### src/common/lrpgc_pkg.sv
// constants, register map and field layout of the lcd refresh, pan, gray and contrast block
// Behaviour
// RL1: frame period = (12+width+adjust)*height*(div+1) clocks
// RL2: adjust value is 10 bits, upper bits zero
// RL3: picture shifts left by panning offset pixels
// RL4: panning same in black-white and gray modes
// RL5: retired frame modulation byte stores nothing
// RL6: lowest and highest gray codes fixed black/white; code gives lowest code white, highest code black
// RL7: map upper nibble sets one mid gray
// RL8: map lower nibble sets other mid gray
// RL9: source select: line, pixel, lcd clock; 11 reserved
// RL10: contrast counter spans 256 input clocks
// RL11: contrast enable bit 8 turns pwm on/off
// RL12: 8-bit pulse width sets contrast duty
// RL13: pixel clock = lcd clock/(divider+1), zero bypasses
// RL14: controller runs only while enable bit 7 set
// RL15: contrast high first width counts of period
package lrpgc_pkg;

  // ==========================================================
  // bus geometry
  localparam int ADDR_W = 26;
  localparam int IDX_W = 24;

  // ==========================================================
  // register indices; byte address is four times the index
  localparam logic [IDX_W-1:0] IDX_SCREEN_W = 24'hfffa08;
  localparam logic [IDX_W-1:0] IDX_SCREEN_H = 24'hfffa0a;
  localparam logic [IDX_W-1:0] IDX_PIX_DIV = 24'hfffa25;
  localparam logic [IDX_W-1:0] IDX_CLK_CTRL = 24'hfffa27;
  localparam logic [IDX_W-1:0] IDX_REFRESH = 24'hfffa28;
  localparam logic [IDX_W-1:0] IDX_PANNING = 24'hfffa2d;
  localparam logic [IDX_W-1:0] IDX_RETIRED = 24'hfffa31;
  localparam logic [IDX_W-1:0] IDX_GRAY_MAP = 24'hfffa33;
  localparam logic [IDX_W-1:0] IDX_CONTRAST = 24'hfffa36;

  // ==========================================================
  // values after reset
  localparam logic [9:0] RST_SCREEN_W = 10'h010;
  localparam logic [9:0] RST_SCREEN_H = 10'h008;
  localparam logic [5:0] RST_PIX_DIV = 6'h00;
  localparam logic [7:0] RST_CLK_CTRL = 8'h00;
  localparam logic [9:0] RST_REFRESH = 10'h000;
  localparam logic [3:0] RST_PANNING = 4'h0;
  localparam logic [7:0] RST_GRAY_MAP = 8'h84;
  localparam logic [10:0] RST_CONTRAST = 11'h000;

  // ==========================================================
  // field positions
  localparam int POS_CTRL_EN = 7;
  localparam int POS_CON_EN = 8;
  localparam int POS_SRC_LO = 9;

  // ==========================================================
  // line timing and shading constants
  localparam logic [11:0] LINE_OVERHEAD = 12'h00c;
  localparam logic [3:0] SHADE_WHITE = 4'h0;
  localparam logic [3:0] SHADE_BLACK = 4'hf;

  // contrast counter input select codes
  typedef enum logic [1:0] {
    LRPGC_SRC_LINE = 2'h0,
    LRPGC_SRC_PIXEL = 2'h1,
    LRPGC_SRC_LCD = 2'h2,
    LRPGC_SRC_RSVD = 2'h3
  } lrpgc_src_t;

endpackage : lrpgc_pkg

### src/lrpgc_pwm.sv
// contrast pulse-width modulator with a 256-count period
`timescale 1ns/100ps
module lrpgc_pwm
  import lrpgc_pkg::*;
#(
  parameter int WIDTH = 8
) (
  // clock and reset
  input wire logic clk,
  input wire logic reset,
  // control
  input wire logic enable,
  input wire logic tick,
  input wire logic [WIDTH-1:0] width,
  // output to the contrast circuit
  output logic out
);

  // ==========================================================
  // period counter, wraps naturally after 2**WIDTH ticks
  logic [WIDTH-1:0] cnt;
  wire next_out = enable && (cnt < width); // [RL15] [RL12]

  // counter held at zero while off so each enable starts a clean period
  always_ff @(posedge clk) begin
    if (reset || !enable) begin // [RL11]
      cnt <= '0;
    end else if (tick) begin
      cnt <= cnt + 1'b1; // [RL10]
    end
  end

  // registered output keeps the panel line glitch free
  always_ff @(posedge clk) begin
    if (reset) begin
      out <= 1'b0;
    end else begin
      out <= next_out;
    end
  end
endmodule : lrpgc_pwm

### src/lrpgc_top.sv
// lcd refresh timing, panning, gray mapping and contrast control with an avalon slave
//
// The Avalon-MM interface to the registers is this design's own decision.
`timescale 1ns/100ps
module lrpgc_top
  import lrpgc_pkg::*;
(
  // clock and reset
  input wire logic clk,
  input wire logic reset,
  // avalon-mm slave
  input wire logic [ADDR_W-1:0] avs_address,
  input wire logic avs_read,
  input wire logic avs_write,
  input wire logic [31:0] avs_writedata,
  input wire logic [3:0] avs_byteenable,
  output logic [31:0] avs_readdata,
  output logic avs_waitrequest,
  // pixel stream from the fetch logic
  input wire logic [1:0] pix_code,
  // panel timing
  output logic pixel_tick,
  output logic line_pulse,
  output logic frame_pulse,
  output logic pixel_active,
  output logic [9:0] pixel_column,
  // shading and contrast
  output logic [3:0] pixel_shade,
  output logic contrast_out
);

  // ==========================================================
  // registers
  logic [9:0] screen_width_px; // pixels per line
  logic [9:0] screen_height_px; // lines per frame
  logic [5:0] pixel_divider_field; // pixel clock divider
  logic [7:0] clocking_control; // bit 7 enable, rest scratch
  logic [9:0] idle_extend_value; // refresh adjustment
  logic [3:0] pan_shift_code; // left shift in pixels
  logic [7:0] gray_level_map; // two mid gray densities
  logic [10:0] contrast_pwm_control; // source, enable, width

  // ==========================================================
  // bus decode
  wire [IDX_W-1:0] idx = avs_address[ADDR_W-1:2];
  wire req = avs_read | avs_write;
  wire accept = req & avs_waitrequest; // first cycle of a request
  wire commit = req & ~avs_waitrequest; // edge at which master completes
  wire wr_en = commit & avs_write;
  wire be0 = avs_byteenable[0];
  wire be1 = avs_byteenable[1];
  wire [7:0] wd0 = avs_writedata[7:0];
  wire [7:0] wd1 = avs_writedata[15:8];

  wire hit_w = idx == IDX_SCREEN_W;
  wire hit_h = idx == IDX_SCREEN_H;
  wire hit_div = idx == IDX_PIX_DIV;
  wire hit_ctl = idx == IDX_CLK_CTRL;
  wire hit_rra = idx == IDX_REFRESH;
  wire hit_pan = idx == IDX_PANNING;
  wire hit_ret = idx == IDX_RETIRED;
  wire hit_map = idx == IDX_GRAY_MAP;
  wire hit_con = idx == IDX_CONTRAST;

  // readback mux; unmapped and retired locations read zero
  wire [31:0] rd_mux =
    hit_w ? {22'h0, screen_width_px} :
    hit_h ? {22'h0, screen_height_px} :
    hit_div ? {26'h0, pixel_divider_field} :
    hit_ctl ? {24'h0, clocking_control} :
    hit_rra ? {22'h0, idle_extend_value} : // [RL2]
    hit_pan ? {28'h0, pan_shift_code} :
    hit_map ? {24'h0, gray_level_map} :
    hit_con ? {21'h0, contrast_pwm_control} :
    32'h0; // [RL5]

  // one wait state: decode in the first cycle, complete in the next
  always_ff @(posedge clk) begin
    if (reset) begin
      avs_waitrequest <= 1'b1;
    end else begin
      avs_waitrequest <= ~accept;
    end
  end

  // read data captured while waitrequest still stands high
  always_ff @(posedge clk) begin
    if (reset) begin
      avs_readdata <= 32'h0;
    end else if (accept && avs_read) begin
      avs_readdata <= rd_mux;
    end
  end

  // ==========================================================
  // register writes, low lanes only; the retired byte has no storage
  always_ff @(posedge clk) begin
    if (reset) begin
      screen_width_px <= RST_SCREEN_W;
      screen_height_px <= RST_SCREEN_H;
      pixel_divider_field <= RST_PIX_DIV;
      clocking_control <= RST_CLK_CTRL; // [RL14]
      idle_extend_value <= RST_REFRESH;
      pan_shift_code <= RST_PANNING;
      gray_level_map <= RST_GRAY_MAP;
      contrast_pwm_control <= RST_CONTRAST;
    end else if (wr_en) begin
      if (hit_w && be0) screen_width_px[7:0] <= wd0;
      if (hit_w && be1) screen_width_px[9:8] <= wd1[1:0];
      if (hit_h && be0) screen_height_px[7:0] <= wd0;
      if (hit_h && be1) screen_height_px[9:8] <= wd1[1:0];
      if (hit_div && be0) pixel_divider_field <= wd0[5:0];
      if (hit_ctl && be0) clocking_control <= wd0;
      // upper bits 15-10 are not stored [RL2]
      if (hit_rra && be0) idle_extend_value[7:0] <= wd0;
      if (hit_rra && be1) idle_extend_value[9:8] <= wd1[1:0];
      if (hit_pan && be0) pan_shift_code <= wd0[3:0];
      if (hit_map && be0) gray_level_map <= wd0;
      if (hit_con && be0) contrast_pwm_control[7:0] <= wd0;
      if (hit_con && be1) contrast_pwm_control[10:8] <= wd1[2:0];
    end
  end

  // ==========================================================
  // control fields
  wire run = clocking_control[POS_CTRL_EN]; // [RL14]
  wire con_en = contrast_pwm_control[POS_CON_EN]; // [RL11]
  wire [1:0] src_code = contrast_pwm_control[POS_SRC_LO+1:POS_SRC_LO];
  wire [7:0] contrast_pulse_width = contrast_pwm_control[7:0]; // [RL12]

  // ==========================================================
  // pixel clock enable, line and frame counters
  logic [5:0] div_cnt;
  logic [11:0] x_cnt;
  logic [9:0] y_cnt;

  // each line carries 12 overhead pixels plus the idle extension
  wire [11:0] line_len = LINE_OVERHEAD + {2'h0, screen_width_px}
    + {2'h0, idle_extend_value}; // [RL1] [RL2]
  wire [11:0] line_last = line_len - 12'h001;
  wire [9:0] y_last = screen_height_px - 10'h001;
  wire pix_en = run && (div_cnt == pixel_divider_field); // [RL13]
  wire line_end = pix_en && (x_cnt == line_last); // [RL1]
  wire frame_end = line_end && (y_cnt == y_last); // [RL1]

  // divider: value zero gives an enable every lcd clock
  always_ff @(posedge clk) begin
    if (reset || !run || pix_en) begin // [RL13] [RL14]
      div_cnt <= 6'h00;
    end else begin
      div_cnt <= div_cnt + 6'h01;
    end
  end

  // horizontal position in pixel clocks
  always_ff @(posedge clk) begin
    if (reset || !run) begin // [RL14]
      x_cnt <= 12'h000;
    end else if (pix_en) begin
      x_cnt <= (x_cnt == line_last) ? 12'h000 : x_cnt + 12'h001; // [RL1]
    end
  end

  // vertical position in lines
  always_ff @(posedge clk) begin
    if (reset || !run) begin
      y_cnt <= 10'h000;
    end else if (line_end) begin
      y_cnt <= (y_cnt == y_last) ? 10'h000 : y_cnt + 10'h001; // [RL1]
    end
  end

  // ==========================================================
  // panning: the fetched column runs ahead by the shift code, so the
  // picture moves left; no mode input is consulted on purpose
  wire [9:0] next_column = x_cnt[9:0] + {6'h0, pan_shift_code}; // [RL3] [RL4]
  wire next_active = run && (x_cnt < {2'h0, screen_width_px});

  // timing strobes registered so every output leaves a flip-flop
  always_ff @(posedge clk) begin
    if (reset) begin
      pixel_tick <= 1'b0;
      line_pulse <= 1'b0;
      frame_pulse <= 1'b0;
      pixel_active <= 1'b0;
      pixel_column <= 10'h000;
    end else begin
      pixel_tick <= pix_en;
      line_pulse <= line_end;
      frame_pulse <= frame_end;
      pixel_active <= next_active;
      pixel_column <= next_column; // [RL3]
    end
  end

  // ==========================================================
  // gray mapping: ends are fixed, middles come from the map nibbles
  wire [3:0] gray_density_a = gray_level_map[3:0]; // [RL8]
  wire [3:0] gray_density_b = gray_level_map[7:4]; // [RL7]
  wire [3:0] next_shade =
    (pix_code == 2'h0) ? SHADE_WHITE : // [RL6]
    (pix_code == 2'h1) ? gray_density_a : // [RL8]
    (pix_code == 2'h2) ? gray_density_b : // [RL7]
    SHADE_BLACK; // [RL6]

  // shade follows the code by one clock
  always_ff @(posedge clk) begin
    if (reset) begin
      pixel_shade <= SHADE_WHITE;
    end else begin
      pixel_shade <= next_shade;
    end
  end

  // ==========================================================
  // contrast counter input; the reserved code stalls the counter
  wire pwm_tick =
    (src_code == LRPGC_SRC_LINE) ? line_end :
    (src_code == LRPGC_SRC_PIXEL) ? pix_en :
    (src_code == LRPGC_SRC_LCD) ? 1'b1 :
    1'b0; // [RL9]

  lrpgc_pwm #(
    .WIDTH(8)
  ) u_pwm (
    .clk(clk),
    .reset(reset),
    .enable(con_en),
    .tick(pwm_tick),
    .width(contrast_pulse_width),
    .out(contrast_out)
  );

  // ==========================================================
  // checker helpers: clocks per line while configuration is steady
  logic [17:0] lc_cnt;
  logic cfg_steady;
  // widen before adding one, so divider 63 gives 64 instead of wrapping to 0
  wire [17:0] div_n = {12'h0, pixel_divider_field} + 18'h00001;
  wire [17:0] line_clocks = {6'h0, line_len} * div_n;

  // counts clocks since the last line pulse
  always_ff @(posedge clk) begin
    if (reset || !run || line_end) begin
      lc_cnt <= 18'h0;
    end else begin
      lc_cnt <= lc_cnt + 18'h1;
    end
  end

  // steady from the first line end after the last register write
  always_ff @(posedge clk) begin
    if (reset || !run || wr_en) begin
      cfg_steady <= 1'b0;
    end else if (line_end) begin
      cfg_steady <= 1'b1;
    end
  end
endmodule : lrpgc_top

### config.mk
export PLATFORM = sky130hd
export DESIGN_NAME = lrpgc_top
export DESIGN_NICKNAME = d
export VERILOG_FILES = /design/src/common/lrpgc_pkg.sv /design/src/lrpgc_pwm.sv /design/src/lrpgc_top.sv
export SDC_FILE = /design/constraint.sdc
export NUM_CORES = 1
export LEC_CHECK = 0
export ABC_CLOCK_PERIOD_IN_PS = 9540
export BUFFER_PORTS_ARGS = -buffer_cell sky130_fd_sc_hd__buf_2
export CAP_MARGIN = 15
export CELL_PAD_IN_SITES_DETAIL_PLACEMENT = 1
export CELL_PAD_IN_SITES_GLOBAL_PLACEMENT = 2
export CORE_MARGIN = 1
export CORE_UTILIZATION = 37
export CTS_CLUSTER_SIZE = 24
export DETAILED_ROUTE_END_ITERATION = 10
export PLACE_DENSITY_LB_ADDON = 0.1
export SKIP_CTS_REPAIR_TIMING = 1
export SYNTH_ARGS = -nofsm -noshare
export SYNTH_HDL_FRONTEND = slang
export SYNTH_HIERARCHICAL = 1
export SYNTH_SLANG_ARGS = --single-unit
export TNS_END_PERCENT = 20
### constraint.sdc
create_clock -name clk -period 9.54 [get_ports clk]
set_clock_uncertainty 0.1 [all_clocks]
set_input_delay 1.908 -clock clk [delete_from_list [all_inputs] [get_ports clk]]
set_output_delay 1.908 -clock clk [all_outputs]
set_load 0.02 [all_outputs]
==> results.sh <==
export IMPL_synthArstFlopShare=0
export IMPL_cts_max_path_buffers=2
export IMPL_path_max_fanout=16
export IMPL_p_leak_nw=3.461
export IMPL_endpoint_kind="flop"
export IMPL_finalHoldViolCount=0
export IMPL_hp_class="reg -> reg"
export IMPL_ir_drop_uv=130.1
export IMPL_portBuffers=73
export IMPL_synthCells=929
export IMPL_grt_first_pass_wirelength_um=38360
export IMPL_tightest_slew_ns=0.9839
export IMPL_final_common_cell="dfxtp_1"
export IMPL_yosysSeqAreaShare=0.3433
export IMPL_first_pass_iters=5
export IMPL_route_detailed_drc=0
export IMPL_r2r_start="screen_width_px[1]$_SDFFE_PP0P_"
export IMPL_rsz0062_at_grt="no"
export IMPL_maxCapViolCount=0
export IMPL_detail_route_antenna_nets=0
export IMPL_start_util=0.3813
export IMPL_final_cell_mix="dfxtp_1, nor2_1, nand2_1"
export IMPL_finalSetupViolCount=0
export IMPL_htreeDepth=4
export IMPL_fin_nets=1091
export IMPL_max_clock_freq_mhz=219.6
export IMPL_dpl_cell_area_mm2=0.008277
export IMPL_cp_required_ns=9.78
export IMPL_netlist_area_mm2=0.007814
export IMPL_root_buffer="clkbuf_16"
export IMPL_avgSynthCellArea_um2=8.411
export IMPL_crit_start="avs_address[12]"
export IMPL_post_dp_hpwl_um=17680
export IMPL_area_growth_pct=13.39
export IMPL_final_max_slew_violation_count=0
export IMPL_rows=52
export IMPL_first_iter_violations=317
export IMPL_grt_max_degree=88
export IMPL_insertion_delay_ns=0.42
export IMPL_place_congestion=0.7721
export IMPL_crit_arrival_ns=4.79
export IMPL_fin_crit_sh=0.4773
export IMPL_finalPower_mw=1.278
export IMPL_die_height_um=147.3
export IMPL_min_period_ns=4.553
export IMPL_wl_per_cell_um=19.00
export IMPL_grt_pass1_vias=6871
export IMPL_tritoncts="built"
export IMPL_synth_edf_count=0
export IMPL_r2r_end="u_pwm/cnt[7]$_SDFFE_PP0P_"
export IMPL_fin_area_mm2=0.008860
export IMPL_die_area_mm2=0.02170
export IMPL_vias=6930
export IMPL_antenna_cells=0
export IMPL_p_per_area_mw_per_mm2=144.2
export IMPL_coreArea_mm2=0.02049
export IMPL_relSlewSlack=0.3441
export IMPL_r2r_cells=17
export IMPL_die_w_um=147.3
export IMPL_crit_end="avs_readdata[0]$_SDFFE_PP0P_"
export IMPL_clk_pin_slew_ns=0.07
export IMPL_status="completed"
export IMPL_synth_distinct_cells=78
export IMPL_pin_count=120
export IMPL_ys_flop_type="dfxtp_1"
export IMPL_critPathLaunchType="primary input"
export IMPL_yosys_register_bits=134
export IMPL_path_class="in -> reg"
export IMPL_wl_um=23940
export IMPL_antenna_found_initial=0
export IMPL_final_core_util=0.4323
export IMPL_yosysWarnings=6
export IMPL_cts_buffers=17
export IMPL_r2r_slack_ns=5.13
export IMPL_via_per_inst=5.500
export IMPL_grtUsageTotal=0.2274
export IMPL_overflow=0
export IMPL_clock_sinks=134
export IMPL_setup_tns_ns=0
export IMPL_drive_gt1_frac=0.1343
## cells by family (layout without fill, tap and decap cells)
family	Yosys count	count (layout)	synth area share
other	1	21	0.0004799
adders and majority gates	46	46	0.07558
DFF	134	134	0.3433
and+or+nand+nor	342	342	0.2243
muxes	54	54	0.06934
buffers and inverters	111	152	0.06693
xor gates and xnor gates	54	54	0.06053
AOI/OAI and AO/OA	187	187	0.1595
## worst max-delay path: stages
cell and delay [ns]:
buf_2 0.09, nand4bb_1 0.17, or4_1 0.75, or4_1 0.62, nor2_2 0.54, a22oi_1 0.20, a32o_1 0.29, a211oi_1 0.21
## worst min path at each step
stage	from	end	slack [ns]	cells past startpoint
after floorplan	div_cnt[0]$_SDFF_PP0_	div_cnt[0]$_SDFF_PP0_	0.34	1
after global placement	avs_readdata[4]$_SDFFE_PP0P_	avs_readdata[4]$_SDFFE_PP0P_	0.34	2
after detailed placement	avs_readdata[10]$_SDFFE_PP0P_	avs_readdata[10]$_SDFFE_PP0P_	0.34	2
after CTS	avs_readdata[10]$_SDFFE_PP0P_	avs_readdata[10]$_SDFFE_PP0P_	0.35	2
after global routing	avs_readdata[10]$_SDFFE_PP0P_	avs_readdata[10]$_SDFFE_PP0P_	0.39	2
final	avs_readdata[10]$_SDFFE_PP0P_	avs_readdata[10]$_SDFFE_PP0P_	0.35	2
## per-layer routing
metal	wire length, µm	up-vias	track usage
met5	0	-	0
met4	282	0	0.05773
met3	799	23	0.03354
met2	11380	123	0.3825
met1	11480	3387	0.3036
li1	-	3397	-
## report_power, final
| group | total, mW | internal (mW) | switching (mW) |
|---|---|---|---|
| Sequential | 0.565 | 0.563 | 0.00195 |
| Combinational | 0.0559 | 0.0141 | 0.0418 |
| Clock | 0.657 | 0.375 | 0.282 |
| Total | 1.28 | 0.952 | 0.325 |
## metrics by stage
| step | cells | worst slack [ns] | hold slack (ns) |
|---|---|---|---|
| after detailed placement | 1228 | 4.548 | 0.3442 |
| after global placement | 1228 | 4.514 | 0.3412 |
| final | 1260 | 4.987 | 0.3493 |
| after global routing | 1260 | 4.774 | 0.3875 |
| after floorplan | 949 | 5.438 | 0.3396 |
| after CTS | 1260 | 4.979 | 0.3529 |
## Yosys cell counts (4+ instances only)
| master | count | share of area |
|---|---|---|
| a211oi_1 | 10 | 0.0096 |
| a21o_1 | 6 | 0.0058 |
| a21oi_1 | 51 | 0.033 |
| a221oi_1 | 5 | 0.0056 |
| a22o_1 | 6 | 0.0067 |
| a22oi_1 | 10 | 0.0096 |
| a2bb2oi_1 | 9 | 0.010 |
| a31oi_1 | 5 | 0.0040 |
| and2_1 | 4 | 0.0032 |
| and3_1 | 7 | 0.0056 |
| buf_2 | 7 | 0.0045 |
| buf_4 | 22 | 0.021 |
| clkbuf_1 | 38 | 0.018 |
| dfxtp_1 | 134 | 0.34 |
| ha_1 | 44 | 0.070 |
| inv_1 | 39 | 0.019 |
| mux2i_1 | 53 | 0.068 |
| nand2_1 | 76 | 0.037 |
| nand2b_1 | 9 | 0.0072 |
| nand3_1 | 37 | 0.024 |
| nand4_1 | 16 | 0.013 |
| nor2_1 | 98 | 0.047 |
| nor2b_1 | 7 | 0.0056 |
| nor3_1 | 27 | 0.017 |
| nor4_1 | 8 | 0.0064 |
| o211ai_1 | 14 | 0.013 |
| o21ai_0 | 38 | 0.024 |
| or3_1 | 11 | 0.0088 |
| or4_1 | 7 | 0.0067 |
| or4b_1 | 10 | 0.013 |
| xnor2_1 | 35 | 0.039 |
| xor2_1 | 19 | 0.021 |
## sequential cells by signal (all words and copies together) (netlist names), 4 cells and up
register              flops
x_cnt                    12
avs_readdata             11
contrast_pwm_control     11
idle_extend_value        10
pixel_column             10
screen_height_px         10
screen_width_px          10
y_cnt                    10
clocking_control          8
gray_level_map            8
u_pwm/cnt                 8
div_cnt                   6
pixel_divider_field       6
pan_shift_code            4
pixel_shade               4
## layout make-up
| cell class | count | area [µm²] |
|---|---|---|
| Fill cell | 2498 | 11630 |
| Multi-Input combinational cell | 704 | 4688 |
| Sequential cell | 134 | 2683 |
| Clock buffer | 19 | 442.9 |
| Timing Repair Buffer | 80 | 417.9 |
| Tap cell | 270 | 337.8 |
| Inverter | 40 | 150.1 |
| Clock inverter | 13 | 140.1 |
(Power assumes the default switching activity.)
